## config.mk

```make
export PLATFORM = sky130hd
export DESIGN_NAME = cms_clock_ctrl
export DESIGN_NICKNAME = d
export VERILOG_FILES = /design/src/rtl/cms_pkg.sv /design/src/rtl/cms_clock_ctrl.sv
export VERILOG_INCLUDE_DIRS = /design/src /design/src/rtl
export SDC_FILE = /design/constraint.sdc
export NUM_CORES = 1
export LEC_CHECK = 0
export BUFFER_PORTS_ARGS = -buffer_cell sky130_fd_sc_hd__buf_2
export CORE_UTILIZATION = 47
export CTS_CLUSTER_SIZE = 20
export DETAILED_ROUTE_END_ITERATION = 8
export GPL_ROUTABILITY_DRIVEN = 0
export MAX_ROUTING_LAYER = met4
export PLACE_DENSITY = 0.82
export SKIP_LAST_GASP = 1
export SYNTH_ARGS = -nofsm -noshare
export SYNTH_HDL_FRONTEND = slang
export SYNTH_SLANG_ARGS = --single-unit
export TNS_END_PERCENT = 5
```

## constraint.sdc

```tcl
create_clock -name core_clk -period 1.6 [get_ports core_clk]
set_clock_uncertainty 0.15 [all_clocks]
set_input_delay 0.08 -clock core_clk [delete_from_list [all_inputs] [get_ports core_clk]]
set_output_delay 0.08 -clock core_clk [all_outputs]
set_load 0.03 [all_outputs]
```

## src/rtl/cms_params.svh

```systemverilog
/*
 * Constants of the clock multiplier and clock select block.
 * Assumes the includers are the block's own module and its bench; no processes here.
 */
`ifndef CMS_PARAMS_SVH
`define CMS_PARAMS_SVH

// ****************************************************************
// Register addresses and reset values
// ****************************************************************
`define CMS_ADDR_MUL_CTRL 8'hb9
`define CMS_ADDR_CLK_SRC 8'ha9
`define CMS_MUL_CTRL_RST 8'h00
`define CMS_CLK_SRC_RST 8'h00

// ****************************************************************
// Field positions
// ****************************************************************
`define CMS_MUL_EN_BIT 7
`define CMS_MUL_INIT_BIT 6
`define CMS_MUL_RDY_BIT 5
`define CMS_MUL_SEL_HI 1
`define CMS_MUL_SEL_LO 0
`define CMS_USB_SEL_HI 6
`define CMS_USB_SEL_LO 4
`define CMS_SYS_SEL_HI 1
`define CMS_SYS_SEL_LO 0

// ****************************************************************
// Software waits, in core_clk cycles
// ****************************************************************
// Crystal settling wait, 1 ms
`define CMS_XTAL_WAIT_CYC 40000
// Enable to init wait, just over 5 us
`define CMS_MUL_EN_WAIT_CYC 201

`endif

```

## src/rtl/cms_pkg.sv

```systemverilog
/*
 * Types of the clock multiplier and clock select block.
 * Assumes nothing beyond a SystemVerilog compiler.
 */
package cms_pkg;
    // Multiplier input source, code order matches the field
    typedef enum logic [1:0] {
        CMS_MIN_INT,
        CMS_MIN_EXT,
        CMS_MIN_EXT_DIV2,
        CMS_MIN_RSVD
    } cms_mul_in_t;
    // System clock source
    typedef enum logic [1:0] {
        CMS_SYS_INT,
        CMS_SYS_EXT,
        CMS_SYS_MUL_DIV2,
        CMS_SYS_RSVD
    } cms_sys_sel_t;
    // USB clock source
    typedef enum logic [2:0] {
        CMS_USB_MUL,
        CMS_USB_INT_DIV2,
        CMS_USB_EXT,
        CMS_USB_EXT_DIV2,
        CMS_USB_EXT_DIV3,
        CMS_USB_EXT_DIV4,
        CMS_USB_RSVD6,
        CMS_USB_RSVD7
    } cms_usb_sel_t;
endpackage

```

## src/rtl/cms_clock_ctrl.sv

```systemverilog
/*
 * Clock multiplier control and clock source selection with its two
 * special function registers.
 * Assumes a single-cycle SFR bus on core_clk, an analog multiplier
 * and oscillator pads that return asynchronous lock/settle levels.
 */
`timescale 1ns/1ps
`include "cms_params.svh"

module cms_clock_ctrl
(
    input wire logic core_clk,
    input wire logic rst,
    input wire logic [7:0] sfr_addr,
    input wire logic sfr_wr,
    input wire logic sfr_rd,
    input wire logic [7:0] sfr_wdata,
    output logic [7:0] sfr_rdata,
    input wire logic int_osc_en,
    input wire logic ext_osc_en,
    input wire logic mul_lock_async,
    input wire logic xtal_settled_async,
    output logic mul_enable,
    output logic mul_init_pulse,
    output cms_pkg::cms_mul_in_t mul_input_sel,
    output cms_pkg::cms_sys_sel_t sys_clk_sel,
    output cms_pkg::cms_usb_sel_t usb_clk_sel,
    output logic crystal_valid_flag,
    output logic int_osc_usable,
    output logic ext_periph_clk_en
);
    import cms_pkg::*;

    // ****************************************************************
    // Declarations
    // ****************************************************************
    logic mul_en_r;
    logic mul_en_nxt;
    logic mul_init_r;
    logic mul_init_nxt;
    logic init_pulse_r;
    logic init_pulse_nxt;
    logic [1:0] mul_sel_r;
    logic [1:0] mul_sel_nxt;
    logic [2:0] usb_sel_r;
    logic [2:0] usb_sel_nxt;
    logic [1:0] sys_sel_r;
    logic [1:0] sys_sel_nxt;
    logic lock_meta_r;
    logic lock_sync_r;
    logic xtal_meta_r;
    logic xtal_sync_r;
    logic [7:0] rdata_r;
    logic [7:0] rdata_nxt;
    wire wr_mul = sfr_wr && (sfr_addr == `CMS_ADDR_MUL_CTRL);
    wire wr_src = sfr_wr && (sfr_addr == `CMS_ADDR_CLK_SRC);
    wire rd_mul = sfr_rd && (sfr_addr == `CMS_ADDR_MUL_CTRL);
    wire rd_src = sfr_rd && (sfr_addr == `CMS_ADDR_CLK_SRC);
    wire mul_rdy;
    wire start_init;
    wire [7:0] mul_view;
    wire [7:0] src_view;

    // ****************************************************************
    // Multiplier control
    // ****************************************************************
    // Enable follows bit 7
    assign mul_en_nxt = wr_mul ? sfr_wdata[`CMS_MUL_EN_BIT] : mul_en_r;
    assign start_init = wr_mul && mul_en_r
        && sfr_wdata[`CMS_MUL_EN_BIT] && sfr_wdata[`CMS_MUL_INIT_BIT];
    // Init in the enabling write is ignored
    assign mul_init_nxt = !mul_en_nxt ? 1'b0 :
        (start_init ? 1'b1 : mul_init_r);
    assign init_pulse_nxt = start_init && !mul_init_r;
    assign mul_sel_nxt = wr_mul ?
        sfr_wdata[`CMS_MUL_SEL_HI:`CMS_MUL_SEL_LO] : mul_sel_r;
    // Ready only when enabled, initialised and locked
    assign mul_rdy = mul_en_r && mul_init_r && lock_sync_r;

    // ****************************************************************
    // Clock source selection
    // ****************************************************************
    // USB source field
    assign usb_sel_nxt = wr_src ?
        sfr_wdata[`CMS_USB_SEL_HI:`CMS_USB_SEL_LO] : usb_sel_r;
    // System source may change at any write
    assign sys_sel_nxt = wr_src ?
        sfr_wdata[`CMS_SYS_SEL_HI:`CMS_SYS_SEL_LO] : sys_sel_r;

    // ****************************************************************
    // Read views, unused bits read zero
    // ****************************************************************
    assign mul_view = {mul_en_r, mul_init_r, mul_rdy, 3'h0, mul_sel_r};
    assign src_view = {1'b0, usb_sel_r, 2'h0, sys_sel_r};
    assign rdata_nxt = rd_mul ? mul_view : (rd_src ? src_view : 8'h00);

    // ****************************************************************
    // Registers
    // ****************************************************************
    always_ff @(posedge core_clk or posedge rst)
    begin
        if (rst)
        begin
            mul_en_r <= 1'b0;
            mul_init_r <= 1'b0;
            init_pulse_r <= 1'b0;
            mul_sel_r <= 2'h0;
            usb_sel_r <= 3'h0;
            sys_sel_r <= 2'h0;
            rdata_r <= 8'h00;
        end
        else
        begin
            mul_en_r <= mul_en_nxt;
            mul_init_r <= mul_init_nxt;
            init_pulse_r <= init_pulse_nxt;
            mul_sel_r <= mul_sel_nxt;
            usb_sel_r <= usb_sel_nxt;
            sys_sel_r <= sys_sel_nxt;
            rdata_r <= rdata_nxt;
        end
    end

    // Two-stage synchronisers for pad levels
    always_ff @(posedge core_clk or posedge rst)
    begin
        if (rst)
        begin
            lock_meta_r <= 1'b0;
            lock_sync_r <= 1'b0;
            xtal_meta_r <= 1'b0;
            xtal_sync_r <= 1'b0;
        end
        else
        begin
            lock_meta_r <= mul_lock_async;
            lock_sync_r <= lock_meta_r;
            xtal_meta_r <= xtal_settled_async;
            xtal_sync_r <= xtal_meta_r;
        end
    end

    // ****************************************************************
    // Outputs
    // ****************************************************************
    assign sfr_rdata = rdata_r;
    assign mul_enable = mul_en_r;
    assign mul_init_pulse = init_pulse_r;
    assign mul_input_sel = cms_mul_in_t'(mul_sel_r);
    // External drives system clock only at code 01
    assign sys_clk_sel = cms_sys_sel_t'(sys_sel_r);
    assign usb_clk_sel = cms_usb_sel_t'(usb_sel_r);
    assign crystal_valid_flag = ext_osc_en && xtal_sync_r;
    // No settling wait for internal oscillator
    assign int_osc_usable = int_osc_en;
    // Peripheral feed independent of system select
    assign ext_periph_clk_en = ext_osc_en;

    // ****************************************************************
    // Checks
    // ****************************************************************
    chk_enable_follows: assert property (
        @(posedge core_clk) disable iff (rst)
        wr_mul |=> (mul_enable == $past(sfr_wdata[`CMS_MUL_EN_BIT])))
        else $error("enable does not follow written bit");
    chk_init_pulse_on: assert property (
        @(posedge core_clk) disable iff (rst)
        (wr_mul && mul_en_r && sfr_wdata[7] && sfr_wdata[6]
            && !mul_init_r) |=> mul_init_pulse ##1 !mul_init_pulse)
        else $error("init pulse missing or too long");
    chk_init_needs_enable: assert property (
        @(posedge core_clk) disable iff (rst)
        (wr_mul && !mul_en_r) |=> !mul_init_pulse && !mul_init_r)
        else $error("init taken in the enabling write");
    chk_ready_read: assert property (
        @(posedge core_clk) disable iff (rst)
        rd_mul |=> (sfr_rdata[`CMS_MUL_RDY_BIT] ==
            $past(mul_en_r && mul_init_r && lock_sync_r)))
        else $error("ready bit reads wrong");
    chk_ready_lock: assert property (
        @(posedge core_clk) disable iff (rst)
        (mul_en_r && mul_init_r && !mul_lock_async)[*3] |-> !mul_rdy)
        else $error("ready without lock");
    chk_input_sel: assert property (
        @(posedge core_clk) disable iff (rst)
        wr_mul |=> (mul_input_sel == $past(sfr_wdata[1:0])))
        else $error("multiplier input select wrong");
    chk_int_osc_now: assert property (
        @(posedge core_clk) disable iff (rst)
        $rose(int_osc_en) |-> int_osc_usable)
        else $error("internal oscillator delayed");
    chk_xtal_valid: assert property (
        @(posedge core_clk) disable iff (rst)
        (ext_osc_en && xtal_settled_async)[*3] |-> crystal_valid_flag)
        else $error("crystal valid not set");
    chk_sys_select: assert property (
        @(posedge core_clk) disable iff (rst)
        wr_src |=> (sys_clk_sel == $past(sfr_wdata[1:0])) &&
            (usb_clk_sel == $past(sfr_wdata[6:4])))
        else $error("clock source select wrong");
    chk_periph_ext: assert property (
        @(posedge core_clk) disable iff (rst)
        (sys_clk_sel == CMS_SYS_INT) |-> (ext_periph_clk_en == ext_osc_en))
        else $error("peripheral external feed lost");
    chk_unused_zero: assert property (
        @(posedge core_clk) disable iff (rst)
        (rd_src ##1 1'b1) |-> (sfr_rdata[7] == 1'b0) &&
            (sfr_rdata[3:2] == 2'h0))
        else $error("unused bits not zero");

    cov_bring_up: cover property (
        @(posedge core_clk) disable iff (rst)
        mul_init_pulse ##[1:20] mul_rdy);
    cov_usb_mul: cover property (
        @(posedge core_clk) disable iff (rst)
        mul_rdy && usb_clk_sel == CMS_USB_MUL);
    cov_sys_switch: cover property (
        @(posedge core_clk) disable iff (rst)
        sys_clk_sel == CMS_SYS_INT ##1 sys_clk_sel == CMS_SYS_MUL_DIV2);
endmodule // cms_clock_ctrl

```

==> flow_metrics.tcl <==
set metrics [dict create \
    die_w_um 44.71 \
    syn_inst 69 \
    cts_buffer_depth 2 \
    io_pins 44 \
    final_hold_viol_count 0 \
    finalSetupViolations 0 \
    grt_pass1_vias 641 \
    core_region_area_sq_um 1727 \
    area_growth_pct 43.94 \
    end_kind "flop" \
    cts_num_sinks 20 \
    cp-start-kind "input port" \
    drtAntennaViolNets 0 \
    hpwlAfterDp_um 1148 \
    power_density_nw_per_um2 718.7 \
    io_buffers 37 \
    status "finished, final reports clean" \
    dr.pass1.iters 4 \
    min_path_cells 0 \
    grt.total_usage_pct 20.97 \
    htree_levels 1 \
    cts_setup_buffers 0 \
    worst_slack_ps 25.69 \
    root_buffer "clkbuf_4" \
    cts_hold_buf 15 \
    cp_num_buf_inv 2 \
    ys_ff_latch 20 \
    maxCapViolCount 0 \
    ys_top_cells_by_area "dfrtp_1 58%, mux2_2 11%, nand3b_1 4.4%, nand3_1 3.5%, buf_4 3.5%" \
    tns_ps 0 \
    r2r-end "mul_init_pulse" \
    nFillCells 125 \
    path_delay_family "buffers and inverters" \
    die_y_um 44.71 \
    totalWireLength_um 1826 \
    yosys_warnings 0 \
    regArea_sq_um 500.5 \
    grt-ovfl-total 0 \
    routed-via-count 731 \
    r2r_slack_ps 490 \
    r2r-start "mul_enable" \
    drcViolationCount 0 \
    hp-start "int_osc_en" \
    synth_ff_type "dfrtp_1" \
    synth_top_area_share_pct 58.39 \
    critPathKind "input port to flop" \
    syn_avg_cell_area_sq_um 12.42 \
    cp.required_ps 1620 \
    die-area_sq_um 1999 \
    cp_max_fo 15 \
    slowest_stage "dlygate4sd3_1" \
    synth_area_leader_cell "dfrtp_1" \
    drt_iter0_markers 23 \
    cp_data_arrival_time_ps 1600 \
    start_util_pct 49.64 \
    synth.distinct_cells 22 \
    cp.depth 4 \
    tritoncts "done" \
    grt_first_pass_wirelength_um 2829 \
    fmaxAchievable_mhz 635.2 \
    drive_gt1_share_pct 43.44 \
    nets 148 \
    period_needed_ps 1574 \
    clkLatencyLatePin_ps 280 \
    vdd_drop_max_uv 522.8 \
    slew_viol_final 0 \
    via_per_inst 4.973 \
    hp-class "input port to primary output" \
    synth_edf_count 0 \
    synthesis.area_sq_um 857.1 \
    cts_buffers 3 \
    diodes 0 \
    slowest_delay_ps 540 \
    path_cells "dlygate4sd3_1 -> buf_2 -> nor3b_4 -> mux2_2" \
    routedWlPerCell_um 12.42 \
    placementRows 15 \
    multiInputGateArea_sq_um 314.1 \
    reg2reg_depth 2 \
    leakage_nw 0.6403 \
    pre_cts_slack_ps 117.1 \
    ys_async_sr_fraction_pct 100.0 \
    whs_endpoint "int_osc_usable" \
    rsz0062_at_grt "false" \
    antenna_found_initial 0 \
    seq_area_frac_synth_pct 58.39 \
    clk_pin_slew_ps 90 \
    grt_max_degree 21 \
    period_share_pct 98.39 \
    post_cts_resized 0 \
]
==> metrics by stage <==
step / cells / cell area, sq um / power (mW) / utilization [%] / hold slack (ps)
final: 147 / 1234 / 0.8867 / 71.45 / 10.01
after global placement: 129 / 1061 / 0.6471 / 61.45 / -44.12
after floorplan: 70 / 860.8 / 0.6099 / - / -106.2
after global routing: 147 / 1234 / 0.9319 / 71.45 / 10.08
after CTS: 147 / 1234 / 0.8924 / 71.45 / 6.601
after detailed placement: 129 / 1061 / 0.6505 / 61.45 / -40.60
==> cell families after synthesis <==
family	count (synthesis)	synth area share, %
and+or+nand+nor	27	22.19
DFF	20	58.39
muxes	8	10.51
buffers and inverters	8	5.401
AOI/OAI and AO/OA	5	3.066
other	1	0.4375
==> cell usage after synthesis, drive strengths merged (2+ instances only) <==
cell    number
inv          2
and2         2
dfrtp       20
nand3        6
nand2        2
mux2         8
nand4        2
and3         2
buf          5
nand4b       2
nand3b       5
a21oi        4
==> worst max path at each step <==
stage,slack (ps),to,start
floorplan,290,sys_clk_sel[0],sfr_addr[1]
global placement,160,usb_clk_sel[2],sfr_addr[1]
detailed placement,120,usb_clk_sel[1],sfr_addr[1]
CTS,50,usb_clk_sel[1],sfr_addr[4]
global route,9,sys_clk_sel[0],sfr_addr[4]
finish,30,usb_clk_sel[1],sfr_addr[4]
==> metal layers <==
layer / global-route usage (%) / share of wire (%)
met5: - / 0
met4: 7.879 / 1.9
met3: 5.200 / 5.3
met2: 34.71 / 52
met1: 24.80 / 41
==> state kept, by name, summed over array words and instances (netlist names) <==
signal / cells
lock_meta_r: 1
lock_sync_r: 1
mul_enable: 1
mul_init_pulse: 1
mul_init_r: 1
mul_input_sel: 2
sfr_rdata: 6
sys_clk_sel: 2
usb_clk_sel: 3
xtal_meta_r: 1
xtal_sync_r: 1
==> cells in the final DEF, fill, tap and decap left out <==
master | netlist | layout
buf_2 | 1 | 37
dfrtp_1 | 20 | 20
dlygate4sd3_1 | 0 | 15
mux2_2 | 8 | 8
nand3_1 | 6 | 6
nand3b_1 | 5 | 5
a21oi_1 | 4 | 4
clkbuf_4 | 0 | 3
buf_4 | 4 | 3
nand4b_1 | 2 | 2
and3_1 | 2 | 2
inv_1 | 2 | 2
nand2_1 | 2 | 2
and2_1 | 2 | 2
nand4_1 | 2 | 2
conb_1 | 1 | 2
and4bb_2 | 1 | 1
nor3b_4 | 1 | 1
and4b_1 | 1 | 1
nor4b_1 | 1 | 1
nor4_1 | 1 | 1
nor2_1 | 1 | 1
a31oi_1 | 1 | 1
==> power by group <==
| part | total, mW | internal [mW] | switching, mW |
|---|---|---|---|
| clock network | 0.216 | 0.0873 | 0.129 |
| registers | 0.529 | 0.520 | 0.00941 |
| logic | 0.142 | 0.0665 | 0.0750 |
| total | 0.887 | 0.674 | 0.213 |
==> final cells by class <==
type	count	share of cell area [%]
inverter	2	0.6085
tap	25	2.536
multi-input combinational	42	25.46
sequential	20	40.57
clock buffer	3	1.826
timing repair buffer	55	29.01
==> worst reg2reg max path: cells and delay by family (launching register included) <==
family,cells,cell delay (ps)
and+or+nand+nor,2,420
DFF,1,440
(Power assumes the default switching activity.)
